`src/hw/tgt_bridge_defines.vh`:
```
// Constants for the deferred-read target bridge
`ifndef TGT_BRIDGE_DEFINES_VH
`define TGT_BRIDGE_DEFINES_VH

// ----------------------------------------------------------------
// Answer codes
// ----------------------------------------------------------------
`define ANS_DONE 2'h0
`define ANS_RETRY 2'h1
`define ANS_DISC_DATA 2'h2
`define ANS_ABORT 2'h3

// ----------------------------------------------------------------
// Bus commands
// ----------------------------------------------------------------
`define CMD_MEM_READ 4'h6
`define CMD_MEM_WRITE 4'h7
`define CMD_MEM_READ_MULT 4'hC
`define CMD_MEM_READ_LINE 4'hE
`define CMD_MEM_WRITE_INV 4'hF

// ----------------------------------------------------------------
// Address windows (second base region)
// ----------------------------------------------------------------
`define LOCAL_WIN_BASE 12'h800
`define LOCAL_WIN_LAST 12'h81C
`define CORE_REG_LAST 12'h0FC
`define LOCAL_FLAG_BIT 30
`define LOCAL_REG_RESET 32'h00000000

// ----------------------------------------------------------------
// Deferred read timing, in link clock periods
// ----------------------------------------------------------------
`define DRR_ZERO_PCI 3'h3
`define DRR_PRE_PCI 3'h4
`define DRR_MID_PCI 3'h5
`define DRR_POST_PCI 3'h4

// ----------------------------------------------------------------
// Write FIFO sizing
// ----------------------------------------------------------------
`define WFIFO_AW 4

`endif

```
`src/hw/tgt_bridge.v`:
```
// Target front end: write FIFO, deferred reads, byte-enable checks
//
// Contract
// - Repeats of a pending deferred read get Retry until data ready, then data+Disconnect.
// - All legal core reads are deferred; local window reads are answered directly.
// - A new deferred read is queued only while the write FIFO is empty.
// - Bit 30 of first local register shows write FIFO not empty.
// - Core memory reads accept any byte enables and return whole 16-bit words.
// - Core register read with a single byte in a word ends in Target-Abort.
// - Core register read of upper word only or no bytes returns zeros.
// - Deferred read with no bytes or register upper word completes in 3 link clocks.
// - Core memory is fetched 16 bits at a time; dword read is two accesses.
// - Dword memory read takes 13..16 link plus 11..17 core clocks.
// - Single word or register read takes 8..10 link plus 5..6 core clocks.
// - Core RAM contention adds bounded core clocks, less with fast access.
// - Fast host RAM access follows bit 14 of core configuration register 6.
// - Core writes go through the FIFO; local window writes update registers directly.
// - A 16-dword burst is accepted without waits when the FIFO has room.
// - Core memory write with a single byte in a word ends in Target-Abort.
// - Register write single byte aborts; only lower-word or dword writes change registers.
// - Memory Write and Invalidate behaves exactly like Memory Write.
// - FIFO not empty or read pending: core read gets Retry unless it repeats a ready pending read; nothing queued.
`timescale 1ns/10ps
`include "tgt_bridge_defines.vh"

module tgt_bridge #(
  parameter FIFO_AW = `WFIFO_AW
) (
  input wire core_clk,
  input wire rst_n,
  input wire pci_clk,
  input wire req,
  input wire req_write,
  input wire [3:0] req_cmd,
  input wire req_bar,
  input wire [16:0] req_addr,
  input wire [3:0] req_be_n,
  input wire [31:0] req_wdata,
  output wire ans_valid,
  output wire [1:0] ans_code,
  output wire [31:0] ans_rdata,
  output wire core_req,
  output wire core_we,
  output wire core_reg_sel,
  output wire [15:0] core_addr,
  output wire [15:0] core_wdata,
  input wire core_ack,
  input wire [15:0] core_rdata,
  input wire core_fast_cfg,
  output wire core_fast_access,
  output wire fifo_not_empty
);

  localparam DEPTH = 1 << FIFO_AW;
  localparam IN_W = 60;
  localparam FE_W = 52;
  localparam BF_W = 33;
  localparam S_IDLE = 3'h0;
  localparam S_PRE = 3'h1;
  localparam S_LO = 3'h2;
  localparam S_MID = 3'h3;
  localparam S_HI = 3'h4;
  localparam S_POST = 3'h5;
  localparam S_READY = 3'h6;

  // ----------------------------------------------------------------
  // Input synchronisers
  // ----------------------------------------------------------------
  reg [IN_W-1:0] in_s1_ff;
  reg [IN_W-1:0] in_s2_ff;
  reg pclk_s1_ff;
  reg pclk_s2_ff;
  reg pclk_s3_ff;
  wire pci_rise;

  always @(posedge core_clk) begin
    if (!rst_n) begin
      in_s1_ff <= {IN_W{1'b0}};
      in_s2_ff <= {IN_W{1'b0}};
      pclk_s1_ff <= 1'b0;
      pclk_s2_ff <= 1'b0;
      pclk_s3_ff <= 1'b0;
    end else begin
      in_s1_ff <= {req, req_write, req_cmd, req_bar, req_addr, req_be_n, req_wdata};
      in_s2_ff <= in_s1_ff;
      pclk_s1_ff <= pci_clk;
      pclk_s2_ff <= pclk_s1_ff;
      pclk_s3_ff <= pclk_s2_ff;
    end
  end

  assign pci_rise = pclk_s2_ff & ~pclk_s3_ff;

  wire r_req = in_s2_ff[59];
  wire [3:0] r_cmd = in_s2_ff[57:54];
  wire r_bar = in_s2_ff[53];
  wire [16:0] r_addr = in_s2_ff[52:36];
  wire [3:0] r_be_n = in_s2_ff[35:32];
  wire [31:0] r_wdata = in_s2_ff[31:0];

  // ----------------------------------------------------------------
  // Request decode
  // ----------------------------------------------------------------
  wire [3:0] be = ~r_be_n;
  wire lo_any = |be[1:0];
  wire hi_any = |be[3:2];
  wire single_byte = (be[1] ^ be[0]) | (be[3] ^ be[2]);
  wire is_local = r_bar && (r_addr[16:12] == 5'h00) &&
    (r_addr[11:0] >= `LOCAL_WIN_BASE) && (r_addr[11:0] <= `LOCAL_WIN_LAST);
  wire is_creg = r_bar && (r_addr[16:12] == 5'h00) && (r_addr[11:0] <= `CORE_REG_LAST);
  wire is_mem = ~r_bar;
  wire wr_cmd = (r_cmd == `CMD_MEM_WRITE) || (r_cmd == `CMD_MEM_WRITE_INV);
  wire rd_cmd = (r_cmd == `CMD_MEM_READ) || (r_cmd == `CMD_MEM_READ_MULT) ||
    (r_cmd == `CMD_MEM_READ_LINE);

  // ----------------------------------------------------------------
  // State declarations
  // ----------------------------------------------------------------
  reg ans_valid_ff;
  reg [1:0] ans_code_ff;
  reg [31:0] ans_rdata_ff;
  reg [31:0] local_ff [0:7];
  reg [FE_W-1:0] fifo_mem [0:DEPTH-1];
  reg [FIFO_AW-1:0] fifo_wp_ff;
  reg [FIFO_AW-1:0] fifo_rp_ff;
  reg [FIFO_AW:0] fifo_cnt_ff;
  reg half_ff;
  reg [BF_W-1:0] buf_ff [0:1];
  reg buf_wp_ff;
  reg buf_rp_ff;
  reg [1:0] buf_cnt_ff;
  reg [2:0] drr_state_ff;
  reg [2:0] drr_cnt_ff;
  reg drr_valid_ff;
  reg [16:0] drr_addr_ff;
  reg drr_bar_ff;
  reg [3:0] drr_cmd_ff;
  reg [3:0] drr_be_n_ff;
  reg drr_dbl_ff;
  reg drr_zero_ff;
  reg [31:0] drr_data_ff;
  reg fast_ff;

  wire fifo_full = fifo_cnt_ff[FIFO_AW];
  wire fifo_empty = (fifo_cnt_ff == {(FIFO_AW+1){1'b0}});
  wire buf_empty = (buf_cnt_ff == 2'h0);
  wire wr_pending = ~fifo_empty | ~buf_empty;
  wire drr_match = (r_addr == drr_addr_ff) && (r_bar == drr_bar_ff) &&
    (r_cmd == drr_cmd_ff) && (r_be_n == drr_be_n_ff);
  wire [31:0] local_rd = (r_addr[4:2] == 3'h0) ?
    {local_ff[0][31], wr_pending, local_ff[0][29:0]} : local_ff[r_addr[4:2]];

  // ----------------------------------------------------------------
  // Answer selection
  // ----------------------------------------------------------------
  reg take;
  reg [1:0] nxt_code;
  reg [31:0] nxt_rdata;
  reg do_push;
  reg do_queue;
  reg do_match;
  reg do_local_wr;

  always @* begin
    take = r_req & ~ans_valid_ff;
    nxt_code = `ANS_ABORT;
    nxt_rdata = 32'h00000000;
    do_push = 1'b0;
    do_queue = 1'b0;
    do_match = 1'b0;
    do_local_wr = 1'b0;
    if (is_local && (rd_cmd || wr_cmd)) begin
      nxt_code = `ANS_DONE;
      nxt_rdata = rd_cmd ? local_rd : 32'h00000000;
      do_local_wr = wr_cmd;
    end else if (is_mem || is_creg) begin
      if (wr_cmd) begin
        if (single_byte) begin
          nxt_code = `ANS_ABORT;
        end else if (fifo_full) begin
          nxt_code = `ANS_RETRY;
        end else begin
          nxt_code = `ANS_DONE;
          do_push = is_creg ? lo_any : (lo_any | hi_any);
        end
      end else if (rd_cmd) begin
        if (is_creg && single_byte) begin
          nxt_code = `ANS_ABORT;
        end else if (drr_valid_ff) begin
          if (drr_match && (drr_state_ff == S_READY)) begin
            nxt_code = `ANS_DISC_DATA;
            nxt_rdata = drr_data_ff;
            do_match = 1'b1;
          end else begin
            nxt_code = `ANS_RETRY;
          end
        end else begin
          nxt_code = `ANS_RETRY;
          do_queue = ~wr_pending;
        end
      end
    end
  end

  // ----------------------------------------------------------------
  // Answer register and local registers
  // ----------------------------------------------------------------
  integer i;

  always @(posedge core_clk) begin
    if (!rst_n) begin
      ans_valid_ff <= 1'b0;
      ans_code_ff <= `ANS_DONE;
      ans_rdata_ff <= 32'h00000000;
      for (i = 0; i < 8; i = i + 1) begin
        local_ff[i] <= `LOCAL_REG_RESET;
      end
    end else begin
      if (take) begin
        ans_valid_ff <= 1'b1;
        ans_code_ff <= nxt_code;
        ans_rdata_ff <= nxt_rdata;
      end else if (!r_req) begin
        ans_valid_ff <= 1'b0;
      end
      if (take && do_local_wr) begin
        for (i = 0; i < 4; i = i + 1) begin
          if (be[i]) begin
            local_ff[r_addr[4:2]][8*i +: 8] <= r_wdata[8*i +: 8];
          end
        end
      end
    end
  end

  // ----------------------------------------------------------------
  // Write FIFO and word splitter
  // ----------------------------------------------------------------
  wire [FE_W-1:0] head = fifo_mem[fifo_rp_ff];
  wire h_reg = head[51];
  wire [14:0] h_dw = head[50:36];
  wire h_lo = ~head[33] | ~head[32];
  wire h_hi = ~h_reg & (~head[35] | ~head[34]);
  wire cur_hi = half_ff | ~h_lo;
  wire drr_core = (drr_state_ff == S_LO) || (drr_state_ff == S_HI);
  // writes stay behind a started read
  wire hold_wr = drr_valid_ff & (drr_state_ff != S_READY);
  wire split_valid = ~fifo_empty & ~hold_wr;
  wire buf_in_ready = (buf_cnt_ff != 2'h2);
  wire split_fire = split_valid & buf_in_ready;
  wire split_pop = split_fire & (cur_hi | ~h_hi);
  wire push_fire = take & do_push;
  wire [15:0] split_addr = h_reg ? {10'h000, h_dw[5:0]} : {h_dw, cur_hi};
  wire [15:0] split_data = cur_hi ? head[31:16] : head[15:0];
  wire buf_out_valid = ~buf_empty & ~drr_core;
  wire buf_out_fire = buf_out_valid & core_ack;

  always @(posedge core_clk) begin
    if (push_fire) begin
      fifo_mem[fifo_wp_ff] <= {is_creg, r_addr[16:2], r_be_n, r_wdata};
    end
    if (split_fire) begin
      buf_ff[buf_wp_ff] <= {h_reg, split_addr, split_data};
    end
  end

  always @(posedge core_clk) begin
    if (!rst_n) begin
      fifo_wp_ff <= {FIFO_AW{1'b0}};
      fifo_rp_ff <= {FIFO_AW{1'b0}};
      fifo_cnt_ff <= {(FIFO_AW+1){1'b0}};
      half_ff <= 1'b0;
      buf_wp_ff <= 1'b0;
      buf_rp_ff <= 1'b0;
      buf_cnt_ff <= 2'h0;
    end else begin
      if (push_fire) begin
        fifo_wp_ff <= fifo_wp_ff + 1'b1;
      end
      if (split_pop) begin
        fifo_rp_ff <= fifo_rp_ff + 1'b1;
      end
      fifo_cnt_ff <= fifo_cnt_ff + {{FIFO_AW{1'b0}}, push_fire} -
        {{FIFO_AW{1'b0}}, split_pop};
      if (split_fire) begin
        half_ff <= ~split_pop;
        buf_wp_ff <= ~buf_wp_ff;
      end
      if (buf_out_fire) begin
        buf_rp_ff <= ~buf_rp_ff;
      end
      buf_cnt_ff <= buf_cnt_ff + {1'b0, split_fire} - {1'b0, buf_out_fire};
    end
  end

  // ----------------------------------------------------------------
  // Deferred read engine
  // ----------------------------------------------------------------
  wire q_zero = ~(lo_any | hi_any) | (is_creg & ~lo_any);
  wire q_dbl = is_mem & lo_any & hi_any;
  wire d_lo = ~drr_be_n_ff[1] | ~drr_be_n_ff[0];
  wire [15:0] drr_waddr = (drr_bar_ff ? {10'h000, drr_addr_ff[7:2]} :
    {drr_addr_ff[16:2], (drr_state_ff == S_HI) | ~d_lo});
  wire cnt_done = pci_rise && (drr_cnt_ff == 3'h1);

  always @(posedge core_clk) begin
    if (!rst_n) begin
      drr_state_ff <= S_IDLE;
      drr_cnt_ff <= 3'h0;
      drr_valid_ff <= 1'b0;
      drr_addr_ff <= 17'h00000;
      drr_bar_ff <= 1'b0;
      drr_cmd_ff <= 4'h0;
      drr_be_n_ff <= 4'hF;
      drr_dbl_ff <= 1'b0;
      drr_zero_ff <= 1'b0;
      drr_data_ff <= 32'h00000000;
    end else begin
      if (pci_rise && (drr_cnt_ff != 3'h0)) begin
        drr_cnt_ff <= drr_cnt_ff - 3'h1;
      end
      case (drr_state_ff)
        S_IDLE: begin
          if (take && do_queue) begin
            drr_valid_ff <= 1'b1;
            drr_addr_ff <= r_addr;
            drr_bar_ff <= r_bar;
            drr_cmd_ff <= r_cmd;
            drr_be_n_ff <= r_be_n;
            drr_dbl_ff <= q_dbl;
            drr_zero_ff <= q_zero;
            drr_data_ff <= 32'h00000000;
            // zero result after three link clocks
            drr_cnt_ff <= q_zero ? `DRR_ZERO_PCI : `DRR_PRE_PCI;
            drr_state_ff <= S_PRE;
          end
        end
        S_PRE: begin
          if (cnt_done) begin
            drr_state_ff <= drr_zero_ff ? S_READY : S_LO;
          end
        end
        S_LO: begin
          if (core_ack) begin
            // whole word even for one byte
            if (drr_bar_ff || d_lo) begin
              drr_data_ff[15:0] <= core_rdata;
            end else begin
              drr_data_ff[31:16] <= core_rdata;
            end
            drr_cnt_ff <= drr_dbl_ff ? `DRR_MID_PCI : `DRR_POST_PCI;
            drr_state_ff <= drr_dbl_ff ? S_MID : S_POST;
          end
        end
        S_MID: begin
          if (cnt_done) begin
            drr_state_ff <= S_HI;
          end
        end
        S_HI: begin
          if (core_ack) begin
            drr_data_ff[31:16] <= core_rdata;
            drr_cnt_ff <= `DRR_POST_PCI;
            drr_state_ff <= S_POST;
          end
        end
        S_POST: begin
          // single word finishes after post delay
          if (cnt_done) begin
            drr_state_ff <= S_READY;
          end
        end
        S_READY: begin
          if (take && do_match) begin
            drr_valid_ff <= 1'b0;
            drr_state_ff <= S_IDLE;
          end
        end
        default: begin
          drr_valid_ff <= 1'b0;
          drr_state_ff <= S_IDLE;
        end
      endcase
    end
  end

  // ----------------------------------------------------------------
  // Core port
  // ----------------------------------------------------------------
  wire [BF_W-1:0] buf_head = buf_ff[buf_rp_ff];

  always @(posedge core_clk) begin
    if (!rst_n) begin
      fast_ff <= 1'b0;
    end else begin
      fast_ff <= core_fast_cfg;
    end
  end

  assign core_req = drr_core | buf_out_valid;
  assign core_we = ~drr_core & buf_out_valid;
  assign core_reg_sel = drr_core ? drr_bar_ff : buf_head[32];
  assign core_addr = drr_core ? drr_waddr : buf_head[31:16];
  assign core_wdata = buf_head[15:0];
  assign core_fast_access = fast_ff;
  assign fifo_not_empty = wr_pending;
  assign ans_valid = ans_valid_ff;
  assign ans_code = ans_code_ff;
  assign ans_rdata = ans_rdata_ff;

endmodule

```
`config.mk`:
```
export PLATFORM = sky130hd
export DESIGN_NAME = tgt_bridge
export DESIGN_NICKNAME = d
export VERILOG_FILES = /design/src/hw/tgt_bridge.v
export VERILOG_INCLUDE_DIRS = /design/src /design/src/hw
export SDC_FILE = /design/constraint.sdc
export NUM_CORES = 1
export LEC_CHECK = 0
export BUFFER_PORTS_ARGS = -buffer_cell sky130_fd_sc_hd__buf_2
export CAP_MARGIN = 20
export CELL_PAD_IN_SITES_DETAIL_PLACEMENT = 1
export CELL_PAD_IN_SITES_GLOBAL_PLACEMENT = 2
export CORE_MARGIN = 2
export CORE_UTILIZATION = 45
export DETAILED_ROUTE_END_ITERATION = 10
export PLACE_DENSITY_LB_ADDON = 0.25
export SYNTH_ARGS = -nofsm -noshare
export SYNTH_HDL_FRONTEND = slang
export SYNTH_SLANG_ARGS = --single-unit
```
`constraint.sdc`:
```
create_clock -name core_clk -period 8.3 [get_ports core_clk]
set_clock_uncertainty 0.05 [all_clocks]
set_input_delay 0.415 -clock core_clk [delete_from_list [all_inputs] [get_ports core_clk]]
set_output_delay 0.415 -clock core_clk [all_outputs]
set_load 0.005 [all_outputs]
```
==> flow_metrics.env, run 1 <==
export IMPL_via_count=29380
export IMPL_ys_ff_latch=1400
export IMPL_rsz0062_at_grt="false"
export IMPL_startpoint_type="register"
export IMPL_antenna_found_initial=1
export IMPL_wl_met1_mm=63.3
export IMPL_nets=3483
export IMPL_route_top_layer_used="met4"
export IMPL_min_period_ns=5.29
export IMPL_fmax_ghz=0.189
export IMPL_clkPwrFrac_pct=38.8
export IMPL_p_leak_nw=21.2
export IMPL_synth_net_count=3187
export IMPL_grt_first_pass_wirelength_mm=212
export IMPL_switching_share_pct=24.5
export IMPL_cp_arrival_ns=5.92
export IMPL_synth_edf_count=1153
export IMPL_grt_util_all_layers_pct=23.2
export IMPL_yosys_top_cells_area="edfxtp_1 63%, mux4_2 12%, dfxtp_1 9.0%, and2_1 4.4%, mux2i_1 1.2%"
export IMPL_setup_viol=0
export IMPL_combPwrFrac_pct=14.3
export IMPL_synth_area_um2=54900
export IMPL_grt_max_degree=190
export IMPL_drv_cap=0
export IMPL_final_area_um2=63600
export IMPL_drc=0
export IMPL_cp_buffers_inverters=2
export IMPL_syn_inst=3087
export IMPL_synthToLayoutAreaGrowth_pct=15.8
export IMPL_die_w_um=353
export IMPL_yosys_top_cells_count="1153 x edfxtp_1, 387 x and2_1, 304 x mux4_2, 247 x dfxtp_1, 153 x nand2_1"
export IMPL_yosysUniqueCellTypes=64
export IMPL_cp_top_family="compound AO/OA/AOI/OAI gates"
export IMPL_drive_above_1_share_pct=24.2
export IMPL_drt_initial_drc_count=2529
export IMPL_firstDrtPassIters=5
export IMPL_required_ns=8.93
export IMPL_drv_slew=0
export IMPL_pin_count=153
export IMPL_path_class="reg -> reg"
export IMPL_ys_warn_count=0
export IMPL_outcome="finished clean"
export IMPL_p_seq_share_pct=46.9
export IMPL_cts_buffers=149
export IMPL_worstPathCellList="buf_4 -> a31oi_1 -> a31oi_1 -> nor4_1 -> o41ai_1 -> o31a_1 -> ha_1 -> inv_1 -> ha_1 -> fa_1 -> a21oi_1 -> nor2_1 -> or3_1 -> a21oi_1"
export IMPL_vias_per_cell=5.72
export IMPL_clk_pin_slew_worst_paths_ns=0.06
export IMPL_synth_area_leader_cell="edfxtp_1"
export IMPL_synth_most_common_cell="edfxtp_1"
export IMPL_routed_wl_met2_mm=70.3
export IMPL_avgSynthCellArea_um2=17.8
export IMPL_vdd_ir_drop_worst_uv=236
export IMPL_routabilityCongestion=0.810
export IMPL_placed_area_um2=57700
export IMPL_hold_violations=0
export IMPL_die_h_um=353
export IMPL_end_kind="register"
export IMPL_worst_pin_slew_ns=1.12
export IMPL_internal_power_mw=13.2
export IMPL_core_area_um2=121000
export IMPL_synth_top_area_share_pct=63.0
export IMPL_rows=128
export IMPL_min_path_type="in -> reg"
export IMPL_crit_fanout=64
export IMPL_cts_sinks=1400
export IMPL_yosysSeqAreaShare_pct=72.0
export IMPL_slew_headroom_pct=25.0
export IMPL_overflow=0
export IMPL_hpwl_mm=85.1
export IMPL_cts_setup_buffers=0
export IMPL_clock_latency_ns=0.76
export IMPL_p_sw_mw=4.28
export IMPL_initial_core_util_pct=45.2
export IMPL_post_route_period_util_pct=63.7
export IMPL_multi_input_area_um2=14600
export IMPL_slowest_delay_ns=1.03
export IMPL_seqCellArea_um2=39600
export IMPL_synth_main_ff_cell="edfxtp_1"
export IMPL_wl_mm=143
export IMPL_tns_ns=0
export IMPL_dieArea_um2=125000
export IMPL_nFillCells=11147
export IMPL_port_buffer_count=151
export IMPL_cts_buffer_depth=3
export IMPL_cp_slowest_cell="o41ai_1"
export IMPL_postRouteAntennaNets=0
export IMPL_ctsHtreeMaxLevel=4
export IMPL_cts_root_buffer="clkbuf_16"
export IMPL_dr_wl_met3_mm=6.78
export IMPL_routedWlPerCell_um=27.9
export IMPL_ys_async_sr_fraction_pct=0
export IMPL_p_per_area_nw_per_um2=275
export IMPL_whs_ns=0.101
export IMPL_cts_tree="done"
export IMPL_grt_pass1_vias=31283
[logic make-up (layout without fill, tap and decap cells)]
group | Yosys count | in the layout | share of synthesized area [%]
AO/OA/AOI/OAI | 239 | 239 | 2.88
other | 0 | 2 | 0
AND/OR/NAND/NOR | 790 | 790 | 8.11
adder cells (fa/ha/maj) | 19 | 19 | 0.446
multiplexers | 411 | 411 | 14.5
buffers and inverters | 192 | 611 | 1.45
XOR/XNOR | 36 | 36 | 0.574
flip-flops | 1400 | 1400 | 72.0
[path summary, 6_finish.rpt]
check / slack [ns] / to / depth (start not counted) / start
max: 3.01 / fifo_cnt_ff[4] / 14 / register
min reg2reg: 0.38 / in_s2_ff[59] / 1 / in_s1_ff[59]
min: 0.10 / drr_be_n_ff[0] / 2 / rst_n
max reg2reg: 3.01 / fifo_cnt_ff[4] / 14 / register
[power by group through the flow]
stage	sequential (mW)	clock, mW	combinational, mW
after detailed placement	8.35	0	2.49
after global routing	8.23	7.16	2.68
final	8.19	6.78	2.49
after global placement	8.33	0	2.42
after floorplan	8.18	0	1.75
after CTS	8.21	6.90	2.52
[layer usage]
layer	track usage [%]	vias up
met5	0	-
met4	6.20	0
met1	32.8	15654
li1	-	12664
met2	38.0	839
met3	3.05	223
[stage by stage]
stage          worst slack, ns  utilization, %  power, mW  instances
2_1_floorplan            0.805               -       9.93       3087
3_3_place_gp              3.13            47.4       10.8       4753
3_5_place_dp              3.07            47.5       10.8       4770
4_1_cts                   3.03            52.3       17.6       5122
5_1_grt                   2.74            52.4       18.1       5131
6_report                  3.01            52.4       17.5       5133
[sequential cells by signal (all words and copies together), names as in the netlist, 4 cells and up, named ones only]
register     flops
fifo_mem       832
local_ff       255
buf_ff          66
in_s1_ff        59
in_s2_ff        59
ans_rdata       32
drr_data_ff     32
drr_addr_ff     17
fifo_cnt_ff      5
drr_be_n_ff      4
drr_cmd_ff       4
fifo_rp_ff       4
fifo_wp_ff       4
[timing repair]
action	CTS	global route
endpoints found under the setup margin	0	0
hold endpoints to repair	94	0
resized for setup	0	0
hold buffers	78	0
[area by class of cell]
cell class	count	share of cell area, %
Inverter	24	0.144
Antenna cell	2	0.00787
Tap cell	1625	3.20
Clock buffer	195	6.44
Multi-Input combinational cell	1495	23.0
Sequential cell	1400	62.3
Timing Repair Buffer	313	3.55
Clock inverter	79	1.38
[cells in the final DEF, fill, tap and decap left out, drive strengths merged, types with 5 or more instances in the layout]
cell type / instances
or4: 7
nand2b: 10
a21oi: 43
nor2: 61
ha: 18
dlygate4sd3: 78
xnor2: 20
a211oi: 7
buf: 234
dfxtp: 247
o211ai: 12
nor4: 18
and3: 16
nor2b: 20
nand2: 153
nand3: 35
and2: 388
nor4b: 5
edfxtp: 1153
clkinv: 48
nand3b: 18
or3: 8
o21ai: 80
mux4: 304
nand4b: 6
o2bb2ai: 28
mux2i: 66
a31oi: 5
nand4: 27
o2111ai: 7
inv: 32
xor2: 16
bufinv: 17
mux2: 41
clkbuf: 196
o31ai: 29
clkinvlp: 6
nor3: 8
Power figures use the tool's default switching activity.
==> run 2: changes to the inputs <==
- clock period: 8.3 -> 4.9 ns (I/O delays scaled with it)
==> run 2 against run 1 <==
Net effect: sequential power rose by 68%; sequential cell count stayed put; via count increased by 0.58%; die area did not move; critical path depth unchanged; routed wire length up 0.83%; final cell count rose by 0.95%; fmax rose by 23%; sequential share of layout area is 0.52 points lower; global-route usage up 0.16 points; register-to-register slack got worse by 2.4 ns; clock-buffer cell count grew 8; critical path type unchanged.
==> flow_metrics.env, run 2 (synthesis gave the netlist of run 1 again) <==
export IMPL_cp_arrival_ns=4.94
export IMPL_clk_pin_slew_worst_paths_ns=0.06
export IMPL_grt_pass1_vias=31465
export IMPL_synthToLayoutAreaGrowth_pct=16.8
export IMPL_cts_resized=0
export IMPL_overflow=0
export IMPL_reg_top3="fifo_mem: 832 flops, local_ff: 255 flops, buf_ff: 66 flops"
export IMPL_total_power_mw=29.1
export IMPL_antenna_found_initial=7
export IMPL_vias_per_cell=5.70
export IMPL_p_sw_mw=7.20
export IMPL_drv_slew=0
export IMPL_switching_share_pct=24.7
export IMPL_final_area_um2=64100
export IMPL_drt_initial_drc_count=2584
export IMPL_largest_reg_flops=832
export IMPL_slew_headroom_pct=26.7
export IMPL_post_place_cells=4801
export IMPL_grt_max_degree=202
export IMPL_clkPwrFrac_pct=37.8
export IMPL_post_route_period_util_pct=87.6
export IMPL_required_ns=5.55
export IMPL_outcome="finished clean"
export IMPL_core_area_um2=121000
export IMPL_reg2reg_slack_ns=0.61
export IMPL_path_class="reg -> reg"
export IMPL_worst_pin_slew_ns=1.10
export IMPL_wl_mm=145
export IMPL_fmax_ghz=0.233
export IMPL_rows=128
export IMPL_r2r_end="fifo_cnt_ff[4]"
export IMPL_drv_cap=0
export IMPL_layout_setup_ws_ns=0.606
export IMPL_ctsHoldBuffers=106
export IMPL_via_count=29551
export IMPL_crit_fanout=53
export IMPL_nets=3537
export IMPL_grt_util_all_layers_pct=23.3
export IMPL_cp_slowest_cell="dfxtp_4"
export IMPL_cts_buffer_depth=3
export IMPL_initial_core_util_pct=45.2
export IMPL_drive_above_1_share_pct=24.2
export IMPL_combPwrFrac_pct=14.7
export IMPL_placed_area_um2=58200
export IMPL_rsz0062_at_grt="false"
export IMPL_pin_count=153
export IMPL_internal_power_mw=21.9
export IMPL_routedWlPerCell_um=27.9
export IMPL_p_leak_nw=21.5
export IMPL_setup_viol=0
export IMPL_mostFrequentLayoutCell="edfxtp_1"
export IMPL_tns_ns=0
export IMPL_cts_tree="done"
export IMPL_firstDrtPassIters=5
export IMPL_rr_worst_depth=14
export IMPL_cts_buffers=149
export IMPL_nFillCells=11100
export IMPL_drc=0
export IMPL_clock_latency_ns=0.77
export IMPL_cts_root_buffer="clkbuf_16"
export IMPL_worstPathCellList="mux4_2 -> mux4_2 -> inv_1 -> o41ai_1 -> clkbuf_2 -> o31a_1 -> ha_1 -> inv_1 -> ha_1 -> fa_1 -> a21oi_1 -> nor2_1 -> or3_1 -> a21oi_1"
export IMPL_end_kind="register"
export IMPL_die_h_um=353
export IMPL_min_period_ns=4.29
export IMPL_layout_common_cells="1153 x edfxtp_1, 387 x and2_1, 304 x mux4_2, 240 x dfxtp_1, 157 x clkbuf_16"
export IMPL_port_buffer_count=151
export IMPL_cts_sinks=1400
export IMPL_setup_worst_path_end="fifo_cnt_ff[4]"
export IMPL_dieArea_um2=125000
export IMPL_finalNonFillerCells=5182
export IMPL_dp_slack_ns=0.596
export IMPL_die_w_um=353
export IMPL_p_seq_share_pct=47.5
export IMPL_cts_setup_buffers=0
export IMPL_regMostFlops="fifo_mem"
export IMPL_startpoint_type="register"
export IMPL_routabilityCongestion=0.814
export IMPL_slowest_delay_ns=0.81
export IMPL_vdd_ir_drop_worst_uv=492
export IMPL_p_per_area_nw_per_um2=454
export IMPL_hold_violations=0
export IMPL_grt_first_pass_wirelength_mm=214
export IMPL_hpwl_mm=85.6
export IMPL_postRouteAntennaNets=0
export IMPL_ctsHtreeMaxLevel=4
export IMPL_min_path_type="in -> reg"
## run 2: final cells by class
cell class | count | area (um^2) | share of cell area [%]
Sequential cell | 1400 | 39600 | 61.7
Multi-Input combinational cell | 1495 | 14600 | 22.8
Clock buffer | 203 | 4220 | 6.58
Timing Repair Buffer | 367 | 2990 | 4.67
Tap cell | 1625 | 2030 | 3.17
Clock inverter | 67 | 552 | 0.860
Inverter | 24 | 91.3 | 0.142
Antenna cell | 1 | 2.50 | 0.00390
## run 2: metal layers
metal | GRT usage [%] | share of wire, % | vias to the layer above | routed length, um
met4 | 6.30 | 2.0 | 2 | 2820
met3 | 3.42 | 5.5 | 169 | 7940
li1 | - | - | 12775 | -
met2 | 37.9 | 49 | 877 | 70400
met1 | 33.1 | 44 | 15728 | 63400
met5 | 0 | 0.0076 | - | 11
## run 2: power by group through the flow
stage,Sequential (mW),Clock [mW],Combinational (mW)
after floorplan,13.8,0,2.96
final,13.8,11.0,4.29
after CTS,13.8,11.2,4.37
after global placement,14.1,0,4.17
after detailed placement,14.1,0,4.28
after global routing,13.9,11.7,4.62
## run 2: worst min-delay path by stage
stage                        startpoint               end  cells after the start
after global placement      in_s1_ff[9]       in_s2_ff[9]                      1
after floorplan           core_fast_cfg  core_fast_access                      1
final                     req_wdata[31]      in_s1_ff[31]                      3
after global routing      req_wdata[20]      in_s1_ff[20]                      3
after CTS                 req_wdata[14]      in_s1_ff[14]                      3
after detailed placement   in_s1_ff[56]      in_s2_ff[56]                      1
## run 2: critical path: cells and delay by family (launching register included)
| kind | cells | cell delay (ns) |
|---|---|---|
| simple gates | 2 | 0.42 |
| mux | 2 | 0.92 |
| buf+inv | 3 | 0.30 |
| flops | 1 | 0.81 |
| compound gates | 4 | 0.73 |
| fa+ha+maj | 3 | 0.97 |
## run 2: per-stage QoR
step / hold slack, ns / utilization [%]
2_1_floorplan: 0.322 / -
3_3_place_gp: 0.365 / 47.9
3_5_place_dp: 0.370 / 47.9
4_1_cts: 0.104 / 52.8
5_1_grt: 0.158 / 52.8
6_report: 0.167 / 52.8
